===== src/mec_consts.svh =====
// Constants for the memory error and internal fault unit
`ifndef MEC_CONSTS_SVH
`define MEC_CONSTS_SVH
`define MEC_CLK_NS       10
`define MEC_STRETCH_NS   80
`define MEC_STRETCH_CYC  ((`MEC_STRETCH_NS + `MEC_CLK_NS - 1) / `MEC_CLK_NS)
`define MEC_SEL_PEA      3'h0
`define MEC_SEL_PES      3'h1
`define MEC_SEL_ERROR_CORRECTION_CONTROL     3'h2
`define MEC_SEL_IIC      3'h3
`define MEC_SEL_IIE      3'h4
`define MEC_PES_MA       1:0
`define MEC_PES_FETCH    2
`define MEC_PES_DMA      3
`define MEC_PES_BLK      6
`define MEC_PES_OVR      7
`define MEC_PES_ECC      8
`define MEC_PES_SYN      13:9
`define MEC_PES_UB       13
`define MEC_PES_LB       14
`define MEC_ADDR_HI      17:16
`define MEC_ADDR_LO      15:0
`define MEC_CTL_FLOW     0
`define MEC_CTL_FHIGH    1
`define MEC_CTL_ANY      2
`define MEC_CTL_CORRECTION_DISABLE     3
`define MEC_CTL_W        3:0
`define MEC_IIE_W        10:0
`define MEC_IIC_W        3:0
`define MEC_C_MON        1
`define MEC_C_PV         2
`define MEC_C_PF         3
`define MEC_C_II         4
`define MEC_C_Z          5
`define MEC_C_PI         6
`define MEC_C_IOX        7
`define MEC_C_PTY        8
`define MEC_C_MOR        9
`define MEC_C_POW        10
`define MEC_C_TOP        10
`define MEC_DATA_CODES {5'h1b, 5'h19, 5'h18, 5'h15, 5'h14, 5'h13, 5'h12, 5'h11, \
  5'h0e, 5'h0d, 5'h0c, 5'h0a, 5'h09, 5'h06, 5'h05, 5'h03}
`endif


===== src/mec_pkg.sv =====
// Types of the memory error and internal fault unit
`default_nettype none
package mec_pkg;
  typedef enum logic [1:0] {MEC_IDLE, MEC_WAIT, MEC_STRETCH} mec_fsm_type;
  typedef struct packed {
    mec_fsm_type fsm;
    logic [15:0] memory_error_address;
    logic [15:0] memory_error_status;
    logic [3:0]  ctrl;
    logic [10:0] internal_cause_enable;
    logic [3:0]  internal_cause_code;
    logic        lvl14;
    logic [15:0] mon;
    logic [15:0] rdata;
    logic [15:0] rfdata;
    logic        done;
    logic        req;
    logic [17:0] addr;
    logic        wr;
    logic        fetch;
    logic        dma;
    logic [15:0] wdata;
    logic [4:0]  wcheck;
    logic [1:0]  wpar;
    logic [3:0]  cnt;
    logic        zprev;
  } mec_state_type;
endpackage : mec_pkg
`default_nettype wire


===== src/mec_ecc_if.sv =====
// Signals between the fault unit and its check code unit
`default_nettype none
interface mec_ecc_if;
  logic [15:0] wdata;
  logic [15:0] rdata;
  logic [4:0]  rcheck;
  logic [4:0]  wcheck;
  logic [4:0]  syndrome;
  logic [15:0] fixed;
  logic        single;
  logic        multiple;
  modport core  (output wdata, rdata, rcheck, input wcheck, syndrome, fixed, single, multiple);
  modport coder (input wdata, rdata, rcheck, output wcheck, syndrome, fixed, single, multiple);
endinterface : mec_ecc_if
`default_nettype wire


===== src/mec_ecc_code.sv =====
// Check bit generator and syndrome decoder for 21-bit modules
`include "mec_consts.svh"
`default_nettype none
module mec_ecc_code (
  mec_ecc_if.coder ecc
);
  localparam logic [79:0] CODES = `MEC_DATA_CODES;

  function automatic logic [15:0] mec_mask(input int j);
    logic [15:0] m;
    m = '0;
    for (int i = 0; i < 16; i++) begin
      m[i] = CODES[5*i+j];
    end
    return m;
  endfunction : mec_mask

  logic [4:0] rcalc;
  for (genvar j = 0; j < 5; j++) begin : g_chk
    assign ecc.wcheck[j] = ^(ecc.wdata & mec_mask(j));
    assign rcalc[j]      = ^(ecc.rdata & mec_mask(j));
  end
  assign ecc.syndrome = rcalc ^ ecc.rcheck;

  // Zero syndrome is good; a data code or a single set bit is correctable
  always_comb begin
    logic hit;
    hit = 1'b0;
    ecc.fixed = ecc.rdata;
    for (int i = 0; i < 16; i++) begin
      if (ecc.syndrome == CODES[5*i+:5]) begin
        ecc.fixed[i] = ~ecc.rdata[i];
        hit = 1'b1;
      end
    end
    ecc.single   = hit || $onehot(ecc.syndrome);
    ecc.multiple = (ecc.syndrome != 5'h00) && !ecc.single;
  end
endmodule : mec_ecc_code
`default_nettype wire


===== src/mec_fault_unit.sv =====
// Memory error capture, check code handling and level-14 internal causes
`include "mec_consts.svh"
`default_nettype none
module mec_fault_unit import mec_pkg::*; (
  input  wire logic        clk,
  input  wire logic        nrst,
  input  wire logic        mem_ref,
  input  wire logic [17:0] mem_addr,
  input  wire logic        mem_write,
  input  wire logic        mem_fetch,
  input  wire logic        mem_dma,
  input  wire logic [15:0] mem_wdata,
  output logic             ref_done,
  output logic [15:0]      ref_rdata,
  output logic             mm_req,
  output logic [17:0]      mm_addr,
  output logic             mm_write,
  output logic [15:0]      mm_wdata,
  output logic [4:0]       mm_wcheck,
  output logic [1:0]       mm_wpar,
  input  wire logic        mm_ack,
  input  wire logic [15:0] mm_rdata,
  input  wire logic [4:0]  mm_rcheck,
  input  wire logic [1:0]  mm_rpar,
  input  wire logic        mm_wide,
  input  wire logic        mm_nxm,
  input  wire logic        reg_rd,
  input  wire logic        reg_wr,
  input  wire logic [2:0]  reg_sel,
  input  wire logic [15:0] reg_wdata,
  output logic [15:0]      reg_rdata,
  input  wire logic        mon_call,
  input  wire logic [7:0]  mon_call_num,
  input  wire logic        illegal_ref,
  input  wire logic        ring_violation,
  input  wire logic        page_fault,
  input  wire logic        illegal_instr,
  input  wire logic        z_flag,
  input  wire logic        level_entered,
  input  wire logic        priv_instr,
  input  wire logic        iox_no_connect,
  input  wire logic        power_fail,
  output logic [15:0]      mon_call_number,
  output logic             lvl14_req
);
  localparam logic [3:0] STRETCH_LAST = 4'(`MEC_STRETCH_CYC - 1);

  mec_state_type q;
  mec_state_type d;
  mec_ecc_if     ecc ();

  mec_ecc_code u_code (
    .ecc (ecc.coder)
  );

  // Power fail first, otherwise the lowest numbered cause
  function automatic logic [3:0] mec_pick(input logic [10:0] c);
    logic [3:0] k;
    k = '0;
    for (int i = `MEC_C_TOP; i >= 1; i--) begin
      if (c[i]) begin
        k = 4'(i);
      end
    end
    if (c[`MEC_C_POW]) begin
      k = 4'(`MEC_C_POW);
    end
    return k;
  endfunction : mec_pick

  logic [10:0] cause;
  logic [10:0] cause_en;
  logic        ack_now;
  logic        ub_err;
  logic        lb_err;
  logic        ecc_on;
  logic        err18;
  logic        err21;
  logic        mor;
  logic        mem_err;
  logic        corr_single;
  logic        rd_pea;
  logic        rd_iic;
  logic [15:0] next_pes;
  logic [15:0] next_wdata;

  assign ecc.wdata  = mem_wdata;
  assign ecc.rdata  = mm_rdata;
  assign ecc.rcheck = mm_rcheck;

  assign ack_now = (q.fsm == MEC_WAIT) && mm_ack;
  assign ecc_on  = !q.ctrl[`MEC_CTL_CORRECTION_DISABLE];
  // Even parity per byte: data and its parity bit xor to zero
  assign ub_err  = ^{mm_rdata[15:8], mm_rpar[1]};
  assign lb_err  = ^{mm_rdata[7:0], mm_rpar[0]};
  assign mor     = ack_now && mm_nxm;
  // An 18-bit parity error always interrupts unless disabled
  assign err18   = ack_now && !q.wr && !mm_nxm && !mm_wide && (ub_err || lb_err) && ecc_on;
  assign err21   = ack_now && !q.wr && !mm_nxm && mm_wide && ecc_on
                   && (ecc.multiple || (ecc.single && q.ctrl[`MEC_CTL_ANY]));
  assign mem_err = mor || err18 || err21;
  assign corr_single = ack_now && !q.wr && !mm_nxm && mm_wide && ecc_on && ecc.single;
  assign rd_pea  = reg_rd && (reg_sel == `MEC_SEL_PEA);
  assign rd_iic  = reg_rd && (reg_sel == `MEC_SEL_IIC);

  always_comb begin
    cause = '0;
    cause[`MEC_C_MON] = mon_call;
    cause[`MEC_C_PV]  = illegal_ref || ring_violation;
    cause[`MEC_C_PF]  = page_fault;
    cause[`MEC_C_II]  = illegal_instr;
    cause[`MEC_C_Z]   = z_flag && (!q.zprev || level_entered);
    cause[`MEC_C_PI]  = priv_instr;
    cause[`MEC_C_IOX] = iox_no_connect;
    cause[`MEC_C_PTY] = err18 || err21;
    cause[`MEC_C_MOR] = mor;
    cause[`MEC_C_POW] = power_fail;
    cause_en = cause & q.internal_cause_enable;
  end

  // Captured status of a failing reference
  always_comb begin
    next_pes = '0;
    next_pes[`MEC_PES_MA]    = q.addr[`MEC_ADDR_HI];
    next_pes[`MEC_PES_FETCH] = q.fetch;
    next_pes[`MEC_PES_DMA]   = q.dma;
    next_pes[`MEC_PES_BLK]   = 1'b1;
    if (!mm_nxm && mm_wide) begin
      next_pes[`MEC_PES_ECC] = 1'b1;
      next_pes[`MEC_PES_SYN] = ecc.syndrome;
    end else if (!mm_nxm) begin
      next_pes[`MEC_PES_UB] = ub_err;
      next_pes[`MEC_PES_LB] = lb_err;
    end
  end

  // Check bits are computed on true data; test forcing corrupts the stored word
  always_comb begin
    next_wdata = mem_wdata;
    if (q.ctrl[`MEC_CTL_FLOW]) begin
      next_wdata[0] = 1'b1;
    end
    if (q.ctrl[`MEC_CTL_FHIGH]) begin
      next_wdata[15] = 1'b1;
    end
  end

  always_comb begin
    d = q;
    d.req  = 1'b0;
    d.done = 1'b0;
    d.zprev = z_flag;
    case (q.fsm)
      MEC_IDLE: begin
        if (mem_ref) begin
          d.req    = 1'b1;
          d.addr   = mem_addr;
          d.wr     = mem_write;
          d.fetch  = mem_fetch;
          d.dma    = mem_dma;
          d.wdata  = next_wdata;
          d.wcheck = ecc.wcheck;
          d.wpar   = {^mem_wdata[15:8], ^mem_wdata[7:0]};
          d.fsm    = MEC_WAIT;
          if (!q.memory_error_status[`MEC_PES_BLK]) begin
            d.memory_error_address = mem_addr[`MEC_ADDR_LO];
          end
        end
      end
      MEC_WAIT: begin
        if (mm_ack) begin
          d.rfdata = (mm_wide && ecc_on) ? ecc.fixed : mm_rdata;
          if (corr_single) begin
            d.cnt = STRETCH_LAST;
            d.fsm = MEC_STRETCH;
          end else begin
            d.done = 1'b1;
            d.fsm  = MEC_IDLE;
          end
        end
      end
      MEC_STRETCH: begin
        if (q.cnt == 4'h0) begin
          d.done = 1'b1;
          d.fsm  = MEC_IDLE;
        end else begin
          d.cnt = q.cnt - 4'h1;
        end
      end
      default: begin
        d.fsm = MEC_IDLE;
      end
    endcase

    // A new error in the release cycle keeps the block set
    if (rd_pea) begin
      d.memory_error_status[`MEC_PES_BLK] = 1'b0;
      d.memory_error_status[`MEC_PES_OVR] = 1'b0;
    end
    if (mem_err) begin
      if (q.memory_error_status[`MEC_PES_BLK]) begin
        d.memory_error_status[`MEC_PES_BLK] = 1'b1;
        d.memory_error_status[`MEC_PES_OVR] = 1'b1;
      end else begin
        d.memory_error_status = next_pes;
        d.memory_error_address = q.addr[`MEC_ADDR_LO];
      end
    end

    if (reg_wr) begin
      case (reg_sel)
        `MEC_SEL_ERROR_CORRECTION_CONTROL: d.ctrl = reg_wdata[`MEC_CTL_W];
        `MEC_SEL_IIE:  d.internal_cause_enable  = reg_wdata[`MEC_IIE_W];
        default: begin
        end
      endcase
    end
    if (reg_rd) begin
      case (reg_sel)
        `MEC_SEL_PEA: d.rdata = q.memory_error_address;
        `MEC_SEL_PES: d.rdata = q.memory_error_status;
        `MEC_SEL_IIC: d.rdata = {12'h000, q.internal_cause_code};
        `MEC_SEL_IIE: d.rdata = {5'h00, q.internal_cause_enable};
        default:      d.rdata = 16'h0000;
      endcase
    end

    // A cause arriving with the read is kept
    if (rd_iic) begin
      d.internal_cause_code = 4'h0;
    end
    if (cause_en != 11'h000) begin
      d.internal_cause_code = mec_pick(cause_en);
    end
    d.lvl14 = (d.internal_cause_code != 4'h0);
    if (mon_call) begin
      d.mon = {{8{mon_call_num[7]}}, mon_call_num};
    end
  end

  always_ff @(posedge clk) begin
    if (!nrst) begin
      q <= '0;
    end else begin
      q <= d;
    end
  end

  assign ref_done        = q.done;
  assign ref_rdata       = q.rfdata;
  assign mm_req          = q.req;
  assign mm_addr         = q.addr;
  assign mm_write        = q.wr;
  assign mm_wdata        = q.wdata;
  assign mm_wcheck       = q.wcheck;
  assign mm_wpar         = q.wpar;
  assign reg_rdata       = q.rdata;
  assign mon_call_number = q.mon;
  assign lvl14_req       = q.lvl14;

  AST_MON_SIGN:
    assert property (@(posedge clk) disable iff (!nrst)
      mon_call |=> mon_call_number == {{8{$past(mon_call_num[7])}}, $past(mon_call_num)})
    else $error("monitor call number not sign extended");

  AST_PV_CODE:
    assert property (@(posedge clk) disable iff (!nrst)
      (cause_en == 11'h004) |=> (q.internal_cause_code == 4'h2) && lvl14_req)
    else $error("protect violation code wrong");

  AST_Z_AGAIN:
    assert property (@(posedge clk) disable iff (!nrst)
      (z_flag && level_entered && cause_en == 11'h020) |=> q.internal_cause_code == 4'h5)
    else $error("error indicator not raised on re-entry");

  AST_IOX_CODE:
    assert property (@(posedge clk) disable iff (!nrst)
      (iox_no_connect && q.internal_cause_enable[7] && cause_en[6:0] == 7'h00 && !cause_en[10]) |=> q.internal_cause_code == 4'h7)
    else $error("io error code wrong");

  AST_POW_FIRST:
    assert property (@(posedge clk) disable iff (!nrst)
      (power_fail && q.internal_cause_enable[10]) |=> q.internal_cause_code == 4'ha)
    else $error("power fail lost priority");

  AST_STRETCH:
    assert property (@(posedge clk) disable iff (!nrst)
      corr_single |=> !ref_done [*8] ##1 ref_done)
    else $error("corrected cycle not stretched by 8 clocks");

  AST_PEA_TRACK:
    assert property (@(posedge clk) disable iff (!nrst)
      (q.fsm == MEC_IDLE && mem_ref && !q.memory_error_status[6] && !mem_err) |=> q.memory_error_address == $past(mem_addr[15:0]))
    else $error("error address not tracking");

  AST_FREEZE:
    assert property (@(posedge clk) disable iff (!nrst)
      (q.memory_error_status[6] && !rd_pea) |=> $stable(q.memory_error_address) && $stable(q.memory_error_status[14:8]) && q.memory_error_status[6])
    else $error("blocked error registers changed");

  AST_RELEASE:
    assert property (@(posedge clk) disable iff (!nrst)
      (rd_pea && !mem_err) |=> !q.memory_error_status[6] && reg_rdata == $past(q.memory_error_address))
    else $error("error address read did not release");

  AST_IIC_READ:
    assert property (@(posedge clk) disable iff (!nrst)
      (rd_iic && cause_en == 11'h000) |=> reg_rdata[15:4] == 12'h000 && q.internal_cause_code == 4'h0)
    else $error("cause code read wrong");

  AST_OVERRUN:
    assert property (@(posedge clk) disable iff (!nrst)
      (mem_err && q.memory_error_status[6] && !rd_pea) |=> q.memory_error_status[7] && $stable(q.memory_error_address))
    else $error("overrun not flagged");

  AST_CORRECTION_DISABLE:
    assert property (@(posedge clk) disable iff (!nrst)
      (q.ctrl[3] && ack_now) |=> ref_rdata == $past(mm_rdata))
    else $error("disable did not suppress correction");

  AST_CORRECTION_DISABLE_IRQ:
    assert property (@(posedge clk) disable iff (!nrst)
      q.ctrl[3] |-> !cause[8])
    else $error("disable did not suppress parity interrupt");
endmodule : mec_fault_unit
`default_nettype wire


===== config.mk =====
export PLATFORM = sky130hd
export DESIGN_NAME = mec_fault_unit
export DESIGN_NICKNAME = d
export VERILOG_FILES = /design/src/mec_pkg.sv /design/src/mec_ecc_if.sv /design/src/mec_ecc_code.sv /design/src/mec_fault_unit.sv
export VERILOG_INCLUDE_DIRS = /design/src
export SDC_FILE = /design/constraint.sdc
export NUM_CORES = 1
export LEC_CHECK = 0
export BUFFER_PORTS_ARGS = -buffer_cell sky130_fd_sc_hd__buf_4
export CORE_MARGIN = 3
export CORE_UTILIZATION = 35
export CTS_CLUSTER_SIZE = 8
export DETAILED_ROUTE_END_ITERATION = 10
export HOLD_SLACK_MARGIN = 0.03
export SLEW_MARGIN = 20
export SYNTH_ARGS = -nofsm -noshare
export SYNTH_HDL_FRONTEND = slang
export SYNTH_SLANG_ARGS = --single-unit

===== constraint.sdc =====
create_clock -name clk -period 4.6 [get_ports clk]
set_clock_uncertainty 0.1 [all_clocks]
set_input_delay 0 -clock clk [delete_from_list [all_inputs] [get_ports clk]]
set_output_delay 0 -clock clk [all_outputs]
set_load 0.02 [all_outputs]

==> flow_summary.yaml <==
yosys:
  ys_ff_latch: 141
  synthSimpleGateAreaFrac_pct: 16.26
  synth.top_cells.by_area: "dfxtp_1 (37%), buf_4 (8.8%), nand2_1 (6.4%)"
  syn_inst: 906
  yosys.area_share.adder_pct: 2.349
  yosysSeqAreaShare_pct: 37.33
  synth_top_area_cell: "dfxtp_1"
  netlist-cell-type-count: 55
  synth-xor-area-share_pct: 10.47
  synth-edff-count: 0
  synth_top_family_by_area: "simple AND/OR/NAND/NOR gates"
  synth_common_cells: "dfxtp_1 (141), nand2_1 (129), buf_4 (89)"
  avgSynthCellArea_um2: 8.347
  netlist.area_leader.share_pct: 37.33
  ys_async_sr_fraction_pct: 0
  synth-compound-area-share_pct: 15.16
  synth_most_common_cell: "dfxtp_1"
  syn-num-nets: 1024
  synth_area_um2: 7562
  yosysWarnings: 0
  muxShareOfSynthArea_pct: 6.155
  ys.flop_type: "dfxtp_1"
power:
  power_leakage_nw: 4.293
  p_per_area_nw_per_um2: 376.6
  ir_drop_mv: 0.2940
  p_total_mw: 3.850
place:
  pre_cts_slack_ns: 0.2746
  gp_congestion: 0.8463
  io_buffer_count: 192
  place_inst: 1244
  dpl_cell_area_um2: 8574
  hpwlAfterDp_um: 15320
sta:
  period_minus_slack_ns: 4.424
  setup_violations: 0
  timing.final.ws_setup_ns: 0.1759
  whs_ns: 0.04228
  setup_tns_ns: 0
  slew-limit-headroom_pct: 34.32
  hold_violations: 0
  fmax_ghz: 0.2260
  worst_pin_slew_ns: 0.9828
  finalCritPeriodShare_pct: 96.18
  finalMaxSlewViolations: 0
critical_path:
  cp_max_fo: 4
  r2r_cells: 10
  cp.required_ns: 4.81
  start_kind: "primary input"
  r2r_setup_slack_ns: 1.52
  timing.rr.start: "q[152]"
  critPathKind: "primary input to register"
  worstReg2RegEnd: "q[103]"
  worst_ep_arrival_time_ns: 4.63
  end_kind: "register"
  crit_start: "mm_rdata[2]"
clock_network:
  cts_tree: "yes"
  ctsHtreeMaxLevel: 4
  cts_buffers: 17
  root_buffer: "clkbuf_16"
  clock-sinks: 141
  clk_latency_ns: 0.42
  clk_path_buf_depth: 2
  path_clk_slew_ns: 0.06
cells_and_area:
  utilization_pct: 48.32
  final_nets: 1214
  drive_above_1_share_pct: 22.38
  antenna_cells: 0
  area_delta_synth_final_pct: 35.16
  fin_cells: 1383
  final_area_um2: 10220
floorplanning:
  row_count: 53
  start_util_pct: 35.75
  fp.dieH_um: 153.0
  dieArea_um2: 23410
  ios: 198
  die_w_um: 153.0
  core_um2: 21150
route:
  antenna_left: 0
  dr.first_iter.drc_count: 375
  vias: 6741
  highest_layer: "met4"
  drt-vias-per-instance: 4.874
  wl_met2_um: 10620
  met1Wirelength_um: 9723
  wl_met3_um: 1178
  wire_per_inst_um: 15.80
  wirelength_um: 21850
  dr.pass1.iters: 5
  drcViolationCount: 0
global_routing:
  antenna_found_initial: 0
  grt_start_max_net_pins: 86
  grt_usage_pct: 18.25
  grt_pass1_vias: 6625
  grt_pass1_wl_um: 34770
  gr-total-overflow: 0
min_path:
  min_from: "mm_ack"
  worstHoldPathType: "primary input to register"
  hold_end: "ref_done"
  hold_depth: 4
job:
  drv_cap: 0
outcome:
  status: "completed"
## kinds of logic (layout without fill, tap and decap cells)
kind of cell | count (synthesis) | count (layout)
and+or+nand+nor | 286 | 286
AOI/OAI and AO/OA | 182 | 182
buffers and inverters | 157 | 359
DFF | 141 | 141
xor gates and xnor gates | 81 | 81
muxes | 46 | 46
adders and majority gates | 13 | 13
## area by class of cell
cell class	count	area, um2
inverter	19	73.82
clock buffer	21	470.5
multi-input combinational	608	3835
sequential	141	2823
timing repair buffer	309	2595
clock inverter	10	80.08
fill	2027	10930
tap	275	344.1
## critical path: stages
cell,delay (ns)
dlygate4sd3_1,0.54
buf_4,0.15
xnor2_1,0.27
xnor2_1,0.17
xnor2_2,0.30
inv_1,0.11
ha_1,0.29
inv_1,0.05
fa_1,0.44
fa_1,0.55
nor3b_1,0.06
nor3b_1,0.17
nand3_1,0.10
o21a_1,0.25
o211ai_1,0.38
a221oi_1,0.18
dlygate4sd3_1,0.62
## cell usage in the layout, fill, tap and decap left out, drive strengths merged, types with 21 or more instances in the layout
cell type / Yosys / layout
xnor2: 50 / 50
nand2: 130 / 130
dfxtp: 141 / 141
a21oi: 80 / 80
nand3: 25 / 25
dlygate4sd3: 0 / 105
a211oi: 36 / 36
nor3: 26 / 26
o21ai: 29 / 29
mux2i: 45 / 45
buf: 97 / 204
nor2: 75 / 75
clkbuf: 41 / 21
xor2: 27 / 27
inv: 19 / 24
## power by group
group          internal [mW]  leakage [nW]  switching (mW)  total (mW)
clock network          0.738         0.263           0.559        1.30
logic                  0.536          2.88           0.649        1.18
registers               1.31          1.15          0.0594        1.37
## metal layers
layer,global-route usage [%],vias to the layer above
li1,-,3387
met1,23.00,3155
met2,31.06,175
met3,4.672,24
met4,5.006,0
met5,0,-
## worst max path at each step
stage / end / slack (ns) / cells after the start
after floorplan: lvl14_req / 0.86 / 15
after global placement: q[135] / 0.34 / 15
after detailed placement: q[137] / 0.27 / 15
after CTS: q[103] / 0.08 / 16
after global routing: q[103] / -0.03 / 17
final: q[103] / 0.18 / 17
## flip-flops by register name (all words and copies together), names as in the netlist
| register | cells |
|---|---|
| q | 55 |
| mm_addr | 18 |
| mm_wdata | 16 |
| ref_rdata | 16 |
| reg_rdata | 16 |
| mon_call_number | 8 |
| mm_wcheck | 5 |
| next_pes | 2 |
| lvl14_req | 1 |
| mm_req | 1 |
| mm_wpar | 1 |
| mm_write | 1 |
| ref_done | 1 |
## what timing repair did
action | in CTS | in global routing
hold endpoints to repair | 126 | 0
buffers inserted | 0 | 3
gates resized for setup | 0 | 3
setup endpoints to repair | 0 | 24
hold buffers | 105 | 0
No activity file was read; power rests on OpenSTA's default activity.
